==> src/rtl/rrds_defines.vh <==
// Constants for the reader result data selector.
// Assumes inclusion by bare name from the design files.
`ifndef RRDS_DEFINES_VH
`define RRDS_DEFINES_VH
// ==========================================================
// Data identifiers
`define RRDS_ID_NONE      8'h00
`define RRDS_ID_PROG      8'h09
`define RRDS_ID_SEL_BASE  8'h80
`define RRDS_ID_SEL_MIN   8'h81
`define RRDS_ID_SEL_MAX   8'h8f
`define RRDS_SEL_STR      0
`define RRDS_SEL_ABS      1
`define RRDS_SEL_CLS      2
`define RRDS_SEL_POS      3
// ==========================================================
// Lock report values
`define RRDS_OVR_ACTIVE   8'h00
`define RRDS_OVR_INACTIVE 8'h01
// ==========================================================
// Send area layout
`define RRDS_AREA_BYTES   32
`define RRDS_B_SEQ        1
`define RRDS_B_LEN_HI     2
`define RRDS_B_LEN_LO     3
`define RRDS_B_ID         4
`define RRDS_B_USER0      5
`define RRDS_USER_MAX     27
`define RRDS_POS_BYTES    8'd8
`define RRDS_POS_NOVIEW   8'd6
`define RRDS_ABS_BYTES    16'd16
`define RRDS_CLS_BYTES    16'd5
`define RRDS_STR_MAX      255
// ==========================================================
// Buffer shape
`define RRDS_FIFO_W       8
`define RRDS_FIFO_D       16
`define RRDS_FIFO_AW      4
`endif

==> src/rtl/rrds_top.v <==
// Result data selector: builds the cyclic send area from the requested data id.
// Assumes the controller side of the exchange area is clocked by sys_clk logic;
// image-processing results arrive as level inputs held stable across a result.
//
// What this block does
// RULE1 - For id 09 the first user byte carries the selected program number.
// RULE2 - For id 09 with the lock set, byte two is 00H on active override, 01H otherwise.
// RULE3 - Ids 81..8F pick content: bit0 string, bit1 absolute quality, bit2 classes, bit3 position.
// RULE4 - With no id supplied, processing runs but nothing goes into the send area.
// RULE5 - Id 09 is answered without any processing trigger edge.
// RULE6 - Properties pack as position, absolute quality, classes, then the string.
// RULE7 - Position is X, Y, roll and viewing angle, each signed 16 bits.
// RULE8 - The viewing angle is emitted only at the most demanding quality level.
// RULE9 - Absolute quality values are 32-bit floats, byte order set by the swap input.
// RULE10 - Classes are five characters: contrast, growth, non-uniformity, ecc, overall.
// RULE11 - Quality content is only delivered when the verification job is configured.
// RULE12 - A packet carries at most 27 user bytes.
// RULE13 - The controller reads the whole 32-byte area without an image update between.
// RULE14 - Send byte 1 sequence, bytes 2..3 net length, byte 4 id, bytes 5..31 user data.
// RULE15 - The controller writes the request id into receive byte 4, last good packet in byte 1.
// RULE16 - Matching acknowledge in receive byte 1 loads the next packet and bumps the sequence.
// RULE17 - Ids other than 09 and 81..8F are ignored and move no data.
`timescale 1ns/1ps
`include "rrds_defines.vh"
module rrds_top (
  input  wire         sys_clk,
  input  wire         rst,
  // Receive area bytes from the controller
  input  wire [7:0]   rx_ack_seq,
  input  wire [7:0]   rx_data_id,
  // Control byte bits
  input  wire         control_lock,
  input  wire         processing_trigger,
  // Reader state
  input  wire [3:0]   prog_number,
  input  wire         override_active,
  input  wire         quality_max_level,
  input  wire         verify_job_on,
  input  wire         swap_bytes,
  input  wire         result_valid,
  input  wire [15:0]  pos_x,
  input  wire [15:0]  pos_y,
  input  wire [15:0]  pos_roll,
  input  wire [15:0]  pos_view,
  input  wire [127:0] qual_abs,
  input  wire [39:0]  qual_cls,
  // Result string byte stream
  input  wire [7:0]   str_len,
  output reg  [7:0]   str_index,
  input  wire [7:0]   str_byte,
  // Send area, flattened byte 0 in the low bits
  output reg  [255:0] tx_area,
  output wire         packet_loaded
);
  // ==========================================================
  // Request decode
  localparam S_IDLE = 3'd0;
  localparam S_PACK = 3'd1;
  localparam S_LOAD = 3'd2;
  localparam S_WAIT = 3'd3;
  localparam S_DONE = 3'd4;

  localparam P_POS = 2'd0;
  localparam P_ABS = 2'd1;
  localparam P_CLS = 2'd2;
  localparam P_STR = 2'd3;

  // Bit span of the user bytes in the flattened send area
  localparam USER_LO = `RRDS_B_USER0 * 8;
  localparam AREA_HI = `RRDS_AREA_BYTES * 8 - 1;

  reg  [2:0]   state_reg;
  reg  [1:0]   part_reg;
  reg  [7:0]   idx_reg;
  reg  [7:0]   id_reg;
  reg  [3:0]   sel_reg;
  reg  [15:0]  total_reg;
  reg  [15:0]  left_reg;
  reg  [7:0]   seq_reg;
  reg  [4:0]   fill_reg;
  reg          trg_meta_reg;
  reg          trg_sync_reg;
  reg          trg_prev_reg;
  reg          load_pulse_reg;
  reg  [7:0]   pk_byte;
  reg          pk_valid;
  reg          pk_last;
  wire         trg_edge;
  wire         id_is_prog;
  wire         id_is_sel;
  wire [3:0]   id_bits;
  wire [3:0]   eff_sel;
  wire [7:0]   fifo_q;
  wire         fifo_valid;
  wire         fifo_in_ready;
  wire         fifo_rd;
  wire         fifo_flush;
  wire [7:0]   pos_len;
  wire [15:0]  calc_len;
  wire         id_changed;

  // ==========================================================
  // Byte pickers
  // Picks byte k of a 32-bit float, honouring the configured swap order
  function [7:0] float_byte;
    input [31:0] f;
    input [1:0]  k;
    input        sw;
    reg   [1:0]  j;
    begin
      j = sw ? k : (2'd3 - k);
      float_byte = f[j*8 +: 8];
    end
  endfunction

  // Byte k of a 16-bit value, high byte first
  function [7:0] int_byte;
    input [15:0] v;
    input        k;
    begin
      int_byte = k ? v[7:0] : v[15:8];
    end
  endfunction

  // Any change of the requested id abandons the transfer in flight
  assign id_changed = (rx_data_id != id_reg);
  assign id_is_prog = (rx_data_id == `RRDS_ID_PROG);
  assign id_is_sel  = (rx_data_id >= `RRDS_ID_SEL_MIN) &&
                      (rx_data_id <= `RRDS_ID_SEL_MAX);      // [RULE17]
  assign id_bits    = rx_data_id[3:0];                         // [RULE3]
  // Quality parts dropped when the verification job is off
  assign eff_sel    = verify_job_on ? id_bits :
                      {id_bits[`RRDS_SEL_POS], 2'b00, id_bits[`RRDS_SEL_STR]}; // [RULE11]
  assign pos_len    = quality_max_level ? `RRDS_POS_BYTES : `RRDS_POS_NOVIEW; // [RULE8]
  assign calc_len   = (eff_sel[`RRDS_SEL_POS] ? {8'h00, pos_len} : 16'h0000) +
                      (eff_sel[`RRDS_SEL_ABS] ? `RRDS_ABS_BYTES : 16'h0000) +
                      (eff_sel[`RRDS_SEL_CLS] ? `RRDS_CLS_BYTES : 16'h0000) +
                      (eff_sel[`RRDS_SEL_STR] ? {8'h00, str_len} : 16'h0000);

  // ==========================================================
  // Trigger synchroniser and edge
  // Trigger pin is asynchronous: two flops before the edge detector
  always @(posedge sys_clk or posedge rst) begin
    if (rst) begin
      trg_meta_reg <= 1'b0;
      trg_sync_reg <= 1'b0;
      trg_prev_reg <= 1'b0;
    end else begin
      trg_meta_reg <= processing_trigger;
      trg_sync_reg <= trg_meta_reg;
      trg_prev_reg <= trg_sync_reg;
    end
  end
  assign trg_edge = trg_sync_reg & ~trg_prev_reg;

  // ==========================================================
  // Content packer, one byte per cycle into the FIFO
  always @* begin
    pk_byte   = 8'h00;
    pk_valid  = 1'b0;
    pk_last   = 1'b0;
    str_index = idx_reg;
    if (state_reg == S_PACK || state_reg == S_LOAD || state_reg == S_WAIT) begin
      if (id_reg == `RRDS_ID_PROG) begin
        pk_valid = (part_reg == P_POS);
        pk_last  = (idx_reg == 8'd1);
        // Lock report is driven whatever the lock bit; meaningless when clear
        if (idx_reg == 8'd0)
          pk_byte = {4'h0, prog_number};                         // [RULE1]
        else
          pk_byte = override_active ? `RRDS_OVR_ACTIVE : `RRDS_OVR_INACTIVE; // [RULE2]
      end else begin
        case (part_reg)                                          // [RULE6]
          P_POS: begin
            pk_valid = sel_reg[`RRDS_SEL_POS];
            case (idx_reg[2:1])                                  // [RULE7]
              2'd0:    pk_byte = int_byte(pos_x, idx_reg[0]);
              2'd1:    pk_byte = int_byte(pos_y, idx_reg[0]);
              2'd2:    pk_byte = int_byte(pos_roll, idx_reg[0]);
              default: pk_byte = int_byte(pos_view, idx_reg[0]);
            endcase
            pk_last = (idx_reg == pos_len - 8'd1);
          end
          P_ABS: begin
            pk_valid = sel_reg[`RRDS_SEL_ABS];
            pk_byte  = float_byte(qual_abs[idx_reg[3:2]*32 +: 32],
                                  idx_reg[1:0], swap_bytes);     // [RULE9]
            pk_last  = (idx_reg == `RRDS_ABS_BYTES - 1);
          end
          P_CLS: begin
            pk_valid = sel_reg[`RRDS_SEL_CLS];
            pk_byte  = qual_cls[idx_reg[2:0]*8 +: 8];            // [RULE10]
            pk_last  = (idx_reg == `RRDS_CLS_BYTES - 1);
          end
          default: begin
            // String restarts after its end; loader stops on left_reg, IDLE flushes
            pk_valid = sel_reg[`RRDS_SEL_STR] && (str_len != 8'h00);
            pk_byte  = str_byte;
            pk_last  = (idx_reg == str_len - 8'd1);
          end
        endcase
      end
    end
  end

  wire pk_push = pk_valid & fifo_in_ready;
  wire pk_skip = ~pk_valid;

  // ==========================================================
  // Byte FIFO
  // Lets the packer prefetch up to 16 bytes of the next packet while the controller acks
  rrds_fifo #(
    .W  (`RRDS_FIFO_W),
    .D  (`RRDS_FIFO_D),
    .AW (`RRDS_FIFO_AW)
  ) u_fifo (
    .sys_clk   (sys_clk),
    .rst       (rst),
    .flush     (fifo_flush),
    .in_data   (pk_byte),
    .in_valid  (pk_valid),
    .in_ready  (fifo_in_ready),
    .out_data  (fifo_q),
    .out_valid (fifo_valid),
    .out_ready (state_reg == S_LOAD)
  );

  assign fifo_rd    = fifo_valid && (state_reg == S_LOAD);
  assign fifo_flush = (state_reg == S_IDLE);

  // ==========================================================
  // Sequencer
  always @(posedge sys_clk or posedge rst) begin
    if (rst) begin
      state_reg      <= S_IDLE;
      part_reg       <= P_POS;
      idx_reg        <= 8'h00;
      id_reg         <= `RRDS_ID_NONE;
      sel_reg        <= 4'h0;
      total_reg      <= 16'h0000;
      left_reg       <= 16'h0000;
      seq_reg        <= 8'h00;
      fill_reg       <= 5'd0;
      load_pulse_reg <= 1'b0;
      tx_area        <= 256'h0;
    end else begin
      load_pulse_reg <= 1'b0;
      case (state_reg)
        S_IDLE: begin
          part_reg <= P_POS;
          idx_reg  <= 8'h00;
          fill_reg <= 5'd0;
          // Prog id needs no trigger; others wait for a fresh result
          if (id_is_prog) begin                                  // [RULE5]
            id_reg    <= rx_data_id;
            sel_reg   <= 4'h0;
            total_reg <= 16'd2;
            left_reg  <= 16'd2;
            seq_reg   <= 8'h00;
            state_reg <= S_PACK;
          end else if (id_is_sel && trg_edge && result_valid) begin
            id_reg    <= rx_data_id;
            sel_reg   <= eff_sel;
            total_reg <= calc_len;
            left_reg  <= calc_len;
            seq_reg   <= 8'h00;
            state_reg <= S_PACK;
          end                                                    // [RULE4] [RULE17]
        end
        S_PACK, S_LOAD, S_WAIT: begin
          // Packer advances on push or skip of an empty part
          if (pk_push || pk_skip) begin
            if (pk_last || pk_skip) begin
              idx_reg <= 8'h00;
              if (part_reg == P_STR || id_reg == `RRDS_ID_PROG)
                part_reg <= P_STR;
              else
                part_reg <= part_reg + 2'd1;
            end else begin
              idx_reg <= idx_reg + 8'd1;
            end
          end
          if (state_reg == S_PACK) begin
            if (left_reg == 16'h0000) begin
              tx_area   <= 256'h0;
              state_reg <= S_DONE;
            end else begin
              tx_area   <= 256'h0;
              fill_reg  <= 5'd0;
              state_reg <= S_LOAD;
            end
          end else if (state_reg == S_LOAD) begin
            if (id_changed) begin
              // Withdrawn request: never publish a packet under a stale id
              state_reg <= S_IDLE;
            end
            if (fifo_rd && !id_changed) begin
              tx_area[(`RRDS_B_USER0 + fill_reg)*8 +: 8] <= fifo_q; // [RULE14]
              fill_reg <= fill_reg + 5'd1;
              left_reg <= left_reg - 16'd1;
            end
            // Packet closes at 27 bytes or when data runs out
            if ((fifo_rd && !id_changed && (fill_reg == `RRDS_USER_MAX - 1 ||
                             left_reg == 16'd1))) begin          // [RULE12]
              tx_area[`RRDS_B_SEQ*8 +: 8]    <= seq_reg + 8'd1;   // [RULE16]
              tx_area[`RRDS_B_LEN_HI*8 +: 8] <= total_reg[15:8]; // [RULE14]
              tx_area[`RRDS_B_LEN_LO*8 +: 8] <= total_reg[7:0];
              tx_area[`RRDS_B_ID*8 +: 8]     <= id_reg;
              seq_reg        <= seq_reg + 8'd1;
              load_pulse_reg <= 1'b1;
              state_reg      <= S_WAIT;
            end
          end else begin
            // Next packet only after the controller echoes our number
            if (id_changed) begin
              state_reg <= S_IDLE;
            end else if (rx_ack_seq == seq_reg) begin            // [RULE16]
              if (left_reg == 16'h0000) begin
                state_reg <= S_DONE;
              end else begin
                // Stale user bytes must not show in a short final packet
                tx_area[AREA_HI:USER_LO] <= {(AREA_HI - USER_LO + 1){1'b0}};
                fill_reg  <= 5'd0;
                state_reg <= S_LOAD;
              end
            end
          end
        end
        S_DONE: begin
          // Hold last packet until the request changes or a new trigger; a held id 09 goes back to IDLE at once and reloads
          if (id_changed || trg_edge || id_is_prog) begin
            state_reg <= S_IDLE;
          end
        end
        default: begin
          state_reg <= S_IDLE;
        end
      endcase
    end
  end

  // ==========================================================
  // Outputs
  assign packet_loaded = load_pulse_reg;
endmodule // rrds_top

==> src/rtl/rrds_fifo.v <==
// Byte FIFO between the content packer and the packet loader.
// Assumes one clock; flip-flop storage addressed by index.
`timescale 1ns/1ps
module rrds_fifo #(
  parameter W  = 8,
  parameter D  = 16,
  parameter AW = 4
) (
  input  wire          sys_clk,
  input  wire          rst,
  input  wire          flush,
  input  wire [W-1:0]  in_data,
  input  wire          in_valid,
  output wire          in_ready,
  output reg  [W-1:0]  out_data,
  output wire          out_valid,
  input  wire          out_ready
);
  reg [W-1:0]  mem_reg [0:D-1];
  reg [AW-1:0] wp_reg;
  reg [AW-1:0] rp_reg;
  reg [AW:0]   cnt_reg;
  wire         wr_en;
  wire         rd_en;
  integer      i;

  assign in_ready  = (cnt_reg != D);
  assign out_valid = (cnt_reg != {(AW+1){1'b0}});
  assign wr_en     = in_valid & in_ready;
  assign rd_en     = out_valid & out_ready;

  always @* begin
    out_data = mem_reg[rp_reg];
  end

  always @(posedge sys_clk or posedge rst) begin
    if (rst) begin
      wp_reg  <= {AW{1'b0}};
      rp_reg  <= {AW{1'b0}};
      cnt_reg <= {(AW+1){1'b0}};
      for (i = 0; i < D; i = i + 1)
        mem_reg[i] <= {W{1'b0}};
    end else if (flush) begin
      wp_reg  <= {AW{1'b0}};
      rp_reg  <= {AW{1'b0}};
      cnt_reg <= {(AW+1){1'b0}};
    end else begin
      if (wr_en) begin
        mem_reg[wp_reg] <= in_data;
        wp_reg          <= wp_reg + 1'b1;
      end
      if (rd_en)
        rp_reg <= rp_reg + 1'b1;
      if (wr_en && !rd_en)
        cnt_reg <= cnt_reg + 1'b1;
      else if (rd_en && !wr_en)
        cnt_reg <= cnt_reg - 1'b1;
    end
  end
endmodule // rrds_fifo

==> config.mk <==
export PLATFORM = sky130hd
export DESIGN_NAME = rrds_top
export DESIGN_NICKNAME = d
export VERILOG_FILES = /design/src/rtl/rrds_top.v /design/src/rtl/rrds_fifo.v
export VERILOG_INCLUDE_DIRS = /design/src /design/src/rtl
export SDC_FILE = /design/constraint.sdc
export NUM_CORES = 1
export LEC_CHECK = 0
export BUFFER_PORTS_ARGS = -buffer_cell sky130_fd_sc_hd__buf_2
export CORE_ASPECT_RATIO = 0.8
export CORE_MARGIN = 5
export CORE_UTILIZATION = 55
export CTS_CLUSTER_SIZE = 30
export DETAILED_ROUTE_END_ITERATION = 10
export PLACE_DENSITY = 0.81
export SYNTH_ARGS = -nofsm -noshare
export SYNTH_HDL_FRONTEND = slang
export SYNTH_SLANG_ARGS = --single-unit
export TNS_END_PERCENT = 20
==> constraint.sdc <==
create_clock -name sys_clk -period 18.6 [get_ports sys_clk]
set_clock_uncertainty 0.05 [all_clocks]
set_input_delay 3.72 -clock sys_clk [delete_from_list [all_inputs] [get_ports sys_clk]]
set_output_delay 3.72 -clock sys_clk [all_outputs]
set_load 0.02 [all_outputs]
; Word level (Yosys, flattened, before mapping)
; Cells that the tools add are included.
[totals]
wordCells = 246
inputBits = 277
ff_bits = 471
output_inout_bits = 265
[classes]
order_cmp = 5
muxes = 90
n_shift = 5
n_addsub = 17
bitwise = 8
eq_ne = 37
reduce_logical = 49
[op_table]
columns = operator, count
row1 = two-way mux 216 bit, 4
row2 = two-way mux 256 bit, 2
row3 = bitwise mux 256 bit, 1
row4 = "variable shift 8 x 34 -> 256 bit, first input constant", 1
row5 = variable part select 8 x 34 -> 256 bit, 1
row6 = two-way mux 8 bit, 19
row7 = bitwise mux 128 bit, 1
row8 = variable part select 128 x 8 -> 32 bit, 1
row9 = two-way mux 16 bit, 5
row10 = two-way mux 5 bit, 10
row11 = one-hot mux 8 bit (3 select lines), 2
row12 = two-way mux 40 bit, 1
row13 = variable part select 40 x 7 -> 8 bit, 1
row14 = two-way mux 3 bit, 12
row15 = two-way mux 4 bit, 9
row16 = negator 9 -> 34 bit, 1
row17 = binary-select mux 8 bit (select 4 bit), 1
row18 = demux 8 bit (select 4 bit), 1
row19 = two-way mux 32 bit, 1
row20 = one-hot mux 16 bit (2 select lines), 1
row21 = one-hot mux 8 bit (2 select lines), 2
row22 = variable part select 32 x 6 -> 8 bit, 1
row23 = "equality test 8 x 4 -> 1 bit, second input constant", 3
row24 = equality test 8 bit, 3
row25 = other kinds (61), 127

; Longest topological paths before layout
[logic_depth]
word_depth = 11
ltp_mapped = 17
mapped_depth_nobuf = 15

; Cells and area by module
; Synthesis repeated with hierarchy kept, for this count alone.
[hier_totals]
hier_cells = 1974
area_unflattened_um2 = 23706.5
[modules_own_cells]
columns = mod, n_inst, area_per_inst_um2, cells_per_inst, seq_area_each_um2
row1 = rrds_top, 1, 16900.0, 1532, 8082.8
row2 = rrds_fifo, 1, 6806.5, 442, 3528.4

; Worst setup path after synthesis
; No wires, ideal clock.
[synth_timing]
path_kind = in2reg
start = in str_len[2]
end = reg u_fifo.cnt_reg[4]
n_path_buf = 2
path_stages = 16
setup_time_ns = 0.080
arrival_time_ns = 6.464
setup_slack_ns = 12.006
t_required_ns = 18.470
path_cell_list = buf_2 -> or4_4 -> nor4b_2 -> o221ai_2 -> o211ai_2 -> a21oi_4 -> buf_6 -> nand2_1 -> inv_1 -> fa_1 -> nor2b_1 -> o21ai_0 -> nand2_1 -> nor3_1 -> a21oi_1 -> mux2i_1
[synth_via]
elab_chain_len = 9
word_cells_on_any_way = 12
classes_between = mux (5) / bitwise (1) / reduce/logical (6)
[synth_rtl]
columns = element, line
row1 = start: declaration, rrds_top.v:48  ; input wire [7:0] str_len,
row2 = nonzero test 8 bit *, rrds_top.v:197  ; pk_valid = sel_reg[`RRDS_SEL_STR] && (str_len != 8'h00);
row3 = logical AND 1 bit *, rrds_top.v:197
row4 = one-hot mux 1 bit (3 select lines) *, rrds_top.v:173  ; case (part_reg)
row5 = two-way mux 1 bit *, rrds_top.v:164  ; if (id_reg == `RRDS_ID_PROG) begin
row6 = two-way mux 1 bit *, rrds_top.v:163  ; if (state_reg == S_PACK || state_reg == S_LOAD || state_reg == S_WAIT) begin
row7 = AND 1 bit *, rrds_fifo.v:29  ; assign wr_en = in_valid & in_ready;
row8 = logical AND 1 bit or zero test 1 bit (tied branches), "rrds_fifo.v:54, rrds_fifo.v:56"
row9 = two-way mux 5 bit or logical AND 1 bit (tied branches), "rrds_fifo.v:54, rrds_fifo.v:56"
row10 = two-way mux 5 bit or nonzero test 3 bit (tied branches), -
row11 = end signal: assignment, rrds_fifo.v:46  ; cnt_reg <= {(AW+1){1'b0}};
row12 = end signal: assignment, rrds_fifo.v:55  ; cnt_reg <= cnt_reg + 1'b1;
row13 = end signal: assignment, rrds_fifo.v:57  ; cnt_reg <= cnt_reg - 1'b1;
row14 = end: declaration, rrds_fifo.v:22  ; reg [AW:0] cnt_reg;
; Every way passes the cells marked *; elsewhere a longest branch is shown, timed or not.
; A chain may end at the register's enable or synchronous reset.

; Worst setup path after layout
[layout_timing]
start = in rx_data_id[1]
end = reg total_reg[7]
[layout_via]
elab_chain_len = 7
word_cells_on_any_way = 15
classes_between = add/sub (3) / order compare (2) / eq/ne (1) / mux (4) / reduce/logical (5)
[layout_rtl]
columns = element, line
row1 = start: declaration, rrds_top.v:30  ; input wire [7:0] rx_data_id,
row2 = two-way mux 3 bit, rrds_top.v:132  ; assign eff_sel = verify_job_on ? id_bits :
row3 = two-way mux 5 bit, rrds_top.v:136  ; (eff_sel[`RRDS_SEL_ABS] ? `RRDS_ABS_BYTES : 16'h0000) +
row4 = adder 4 x 5 -> 6 bit, rrds_top.v:135  ; assign calc_len = (eff_sel[`RRDS_SEL_POS] ? {8'h00, pos_len} : 16'h0000) +
row5 = adder 6 x 3 -> 7 bit, rrds_top.v:135
row6 = adder 7 x 8 -> 9 bit, rrds_top.v:135
row7 = two-way mux 16 bit, rrds_top.v:261  ; end else if (id_is_sel && trg_edge && result_valid) begin
row8 = two-way mux 16 bit, rrds_top.v:254  ; if (id_is_prog) begin
row9 = end signal: assignment, rrds_top.v:264  ; total_reg <= calc_len;
row10 = end: declaration, rrds_top.v:77  ; reg [15:0] total_reg;
; Several ways; a longest one is shown, not always the timed one. The select of a mux whose other input is x is not followed.

==> impl_metrics.tcl <==
set metrics [dict create \
    register_area_um2 11620 \
    setup_viol 0 \
    io_pins 542 \
    vias 20024 \
    slew_viol_final 0 \
    max_freq_ghz 0.1601 \
    grt_usage_pct 31.69 \
    drtIter0Drc 1962 \
    critical_path.top_delay_family "simple AND/OR/NAND/NOR gates" \
    start_util_pct 55.79 \
    dp_hpwl_mm 57.63 \
    post_cts_resized 0 \
    total_power_mw 2.567 \
    wl_per_cell_um 24.43 \
    core_um2 42080 \
    syn_area_um2 23480 \
    drc 0 \
    p_leak_nw 13.59 \
    syn_to_final_growth_pct 19.23 \
    yosys.area.top_type "dfrtp_1" \
    crit_fanout 28 \
    grt_pass1_wl_mm 116.8 \
    synth_ff_type "dfrtp_1" \
    clock-sinks 464 \
    peakVddDrop_mv 0.06264 \
    synth.area.top_cells "dfrtp_1 49%, mux4_2 8.6%, mux2_2 7.2%" \
    overflow 0 \
    setup_slack_ns 12.35 \
    yosys_register_bits 464 \
    clockBufferDepth 3 \
    arrival_ns 6.69 \
    startpoint_type "primary input" \
    antenna_found_initial 2 \
    drive_above_1_share_pct 35.53 \
    setup_tns_ns 0 \
    yosys_warnings 0 \
    outcome "complete, no violations" \
    hold_path_class "flop to flop" \
    nNetsFinal 2879 \
    critPathBufInv 1 \
    cts_hold_buf 0 \
    endpoint_kind "flop" \
    tritoncts "yes" \
    multi_input_area_um2 11280 \
    utilization_pct 66.52 \
    yosysUniqueCellTypes 88 \
    dieHeight_um 194.8 \
    io_buffers 540 \
    hold_violations 0 \
    dp_slack_ns 11.80 \
    cpPeakStageDelay_ns 0.76 \
    cts_setup_buffers 0 \
    p_per_area_nw_per_um2 91.71 \
    synth-edff-count 0 \
    slew_headroom_pct 13.42 \
    dr.pass1.iters 7 \
    vias_per_cell 6.355 \
    largest_reg_flops 256 \
    std_cell_rows 67 \
    synth-async-reset-ratio_pct 100.0 \
    grt_pass1_vias 19842 \
    layout_min_cycle_time_ns 6.246 \
    syn_inst 2063 \
    die_x_um 241.0 \
    ant_nets 0 \
    tightest_slew_ns 1.293 \
    min_period_over_period_pct 33.58 \
    grt_start_max_net_pins 141 \
    syn_nets 2374 \
    yosysTopAreaCellShare_pct 49.46 \
    crit_type "primary input to flop" \
    root_buffer "clkbuf_16" \
    cts_made_buffers 44 \
    gp_congestion 0.9634 \
    clock_latency_ns 0.57 \
    htree_levels 2 \
    seq_area_frac_synth_pct 49.46 \
    synthTopCellsByCount "464 x dfrtp_1, 305 x nand2_1, 190 x o21ai_0" \
    worstPathCellList "buf_2, or2_2, o31ai_1, a21o_1, o211ai_2, nand2b_1, or3_1, nand2_1" \
    yosysMostFrequentCell "dfrtp_1" \
    critical_path_required_ns 19.05 \
    maxCapViolations 0 \
    syn_avg_cell_area_um2 11.38 \
    rsz0062_at_grt "no" \
    wl_mm 76.99 \
    dieArea_um2 46940 \
    cts.clk_slew.worst_paths_ns 0.07 \
    fillers 3158 \
    crit_slowest_cell "nand2b_1" \
]
per-stage QoR:
step / hold WS, ns / instances / area, um2
2_1_floorplan: 0.2812 / 2063 / 23480
3_3_place_gp: 0.2837 / 3074 / 26580
3_5_place_dp: 0.2984 / 3074 / 26580
4_1_cts: 0.3189 / 3150 / 27990
5_1_grt: 0.3333 / 3151 / 27990
6_report: 0.3220 / 3151 / 27990
cell families after synthesis:
group / Yosys count / synth area share (%)
and+or+nand+nor: 623 / 13.05
AOI/OAI and AO/OA: 482 / 13.86
DFF: 464 / 49.46
muxes: 273 / 17.28
buffers and inverters: 137 / 2.553
xor gates and xnor gates: 50 / 1.897
adders and majority gates: 34 / 1.908
per-layer routing:
metal / global-route usage, % / routed length, um / vias to the layer above
li1: - / - / 8607
met5: 0 / 0 / -
met4: 11.49 / 3367 / 0
met2: 52.39 / 37330 / 1229
met3: 5.781 / 7155 / 201
met1: 42.24 / 29150 / 9987
placed cells by master (no fill, tap or decap), drive strengths merged, types with 37 or more instances in the layout:
master / n
mux4: 90
buf: 558
nand2: 306
o21ai: 210
a22o: 81
o2bb2ai: 48
dfrtp: 464
clkbuf: 69
nor2: 103
nand3: 43
nor3: 41
xnor2: 37
inv: 39
a21oi: 46
mux2: 155
path summary, 6_finish.rpt:
kind	start	end	slack, ns	cells past startpoint
setup reg to reg	fill_reg[0]	tx_area[186]	14.02	10
max in group asynchronous	rst	u_fifo.mem_reg[81]	12.42	4
hold / removal	trg_meta_reg	trg_sync_reg	0.32	0
setup / recovery	rx_data_id[1]	total_reg[7]	12.35	8
min in group asynchronous	rst	tx_area[148]	3.31	2
hold reg to reg	trg_meta_reg	trg_sync_reg	0.32	0
cell type report:
| cell class | instances | share of cell area (%) |
|---|---|---|
| Sequential cell | 464 | 41.51 |
| Clock inverter | 7 | 0.3442 |
| Timing Repair Buffer | 558 | 10.14 |
| Multi-Input combinational cell | 1462 | 40.30 |
| Tap cell | 552 | 2.467 |
| Antenna cell | 1 | 0.008940 |
| Inverter | 38 | 0.5364 |
| Clock buffer | 69 | 4.702 |
power by group:
group	internal [mW]	leakage [nW]	switching, mW
combinational	0.179	6.46	0.401
sequential	1.05	6.43	0.0419
clock	0.513	0.692	0.381
total	1.74	13.6	0.823
Note: power is estimated with default switching activity, not from simulation.
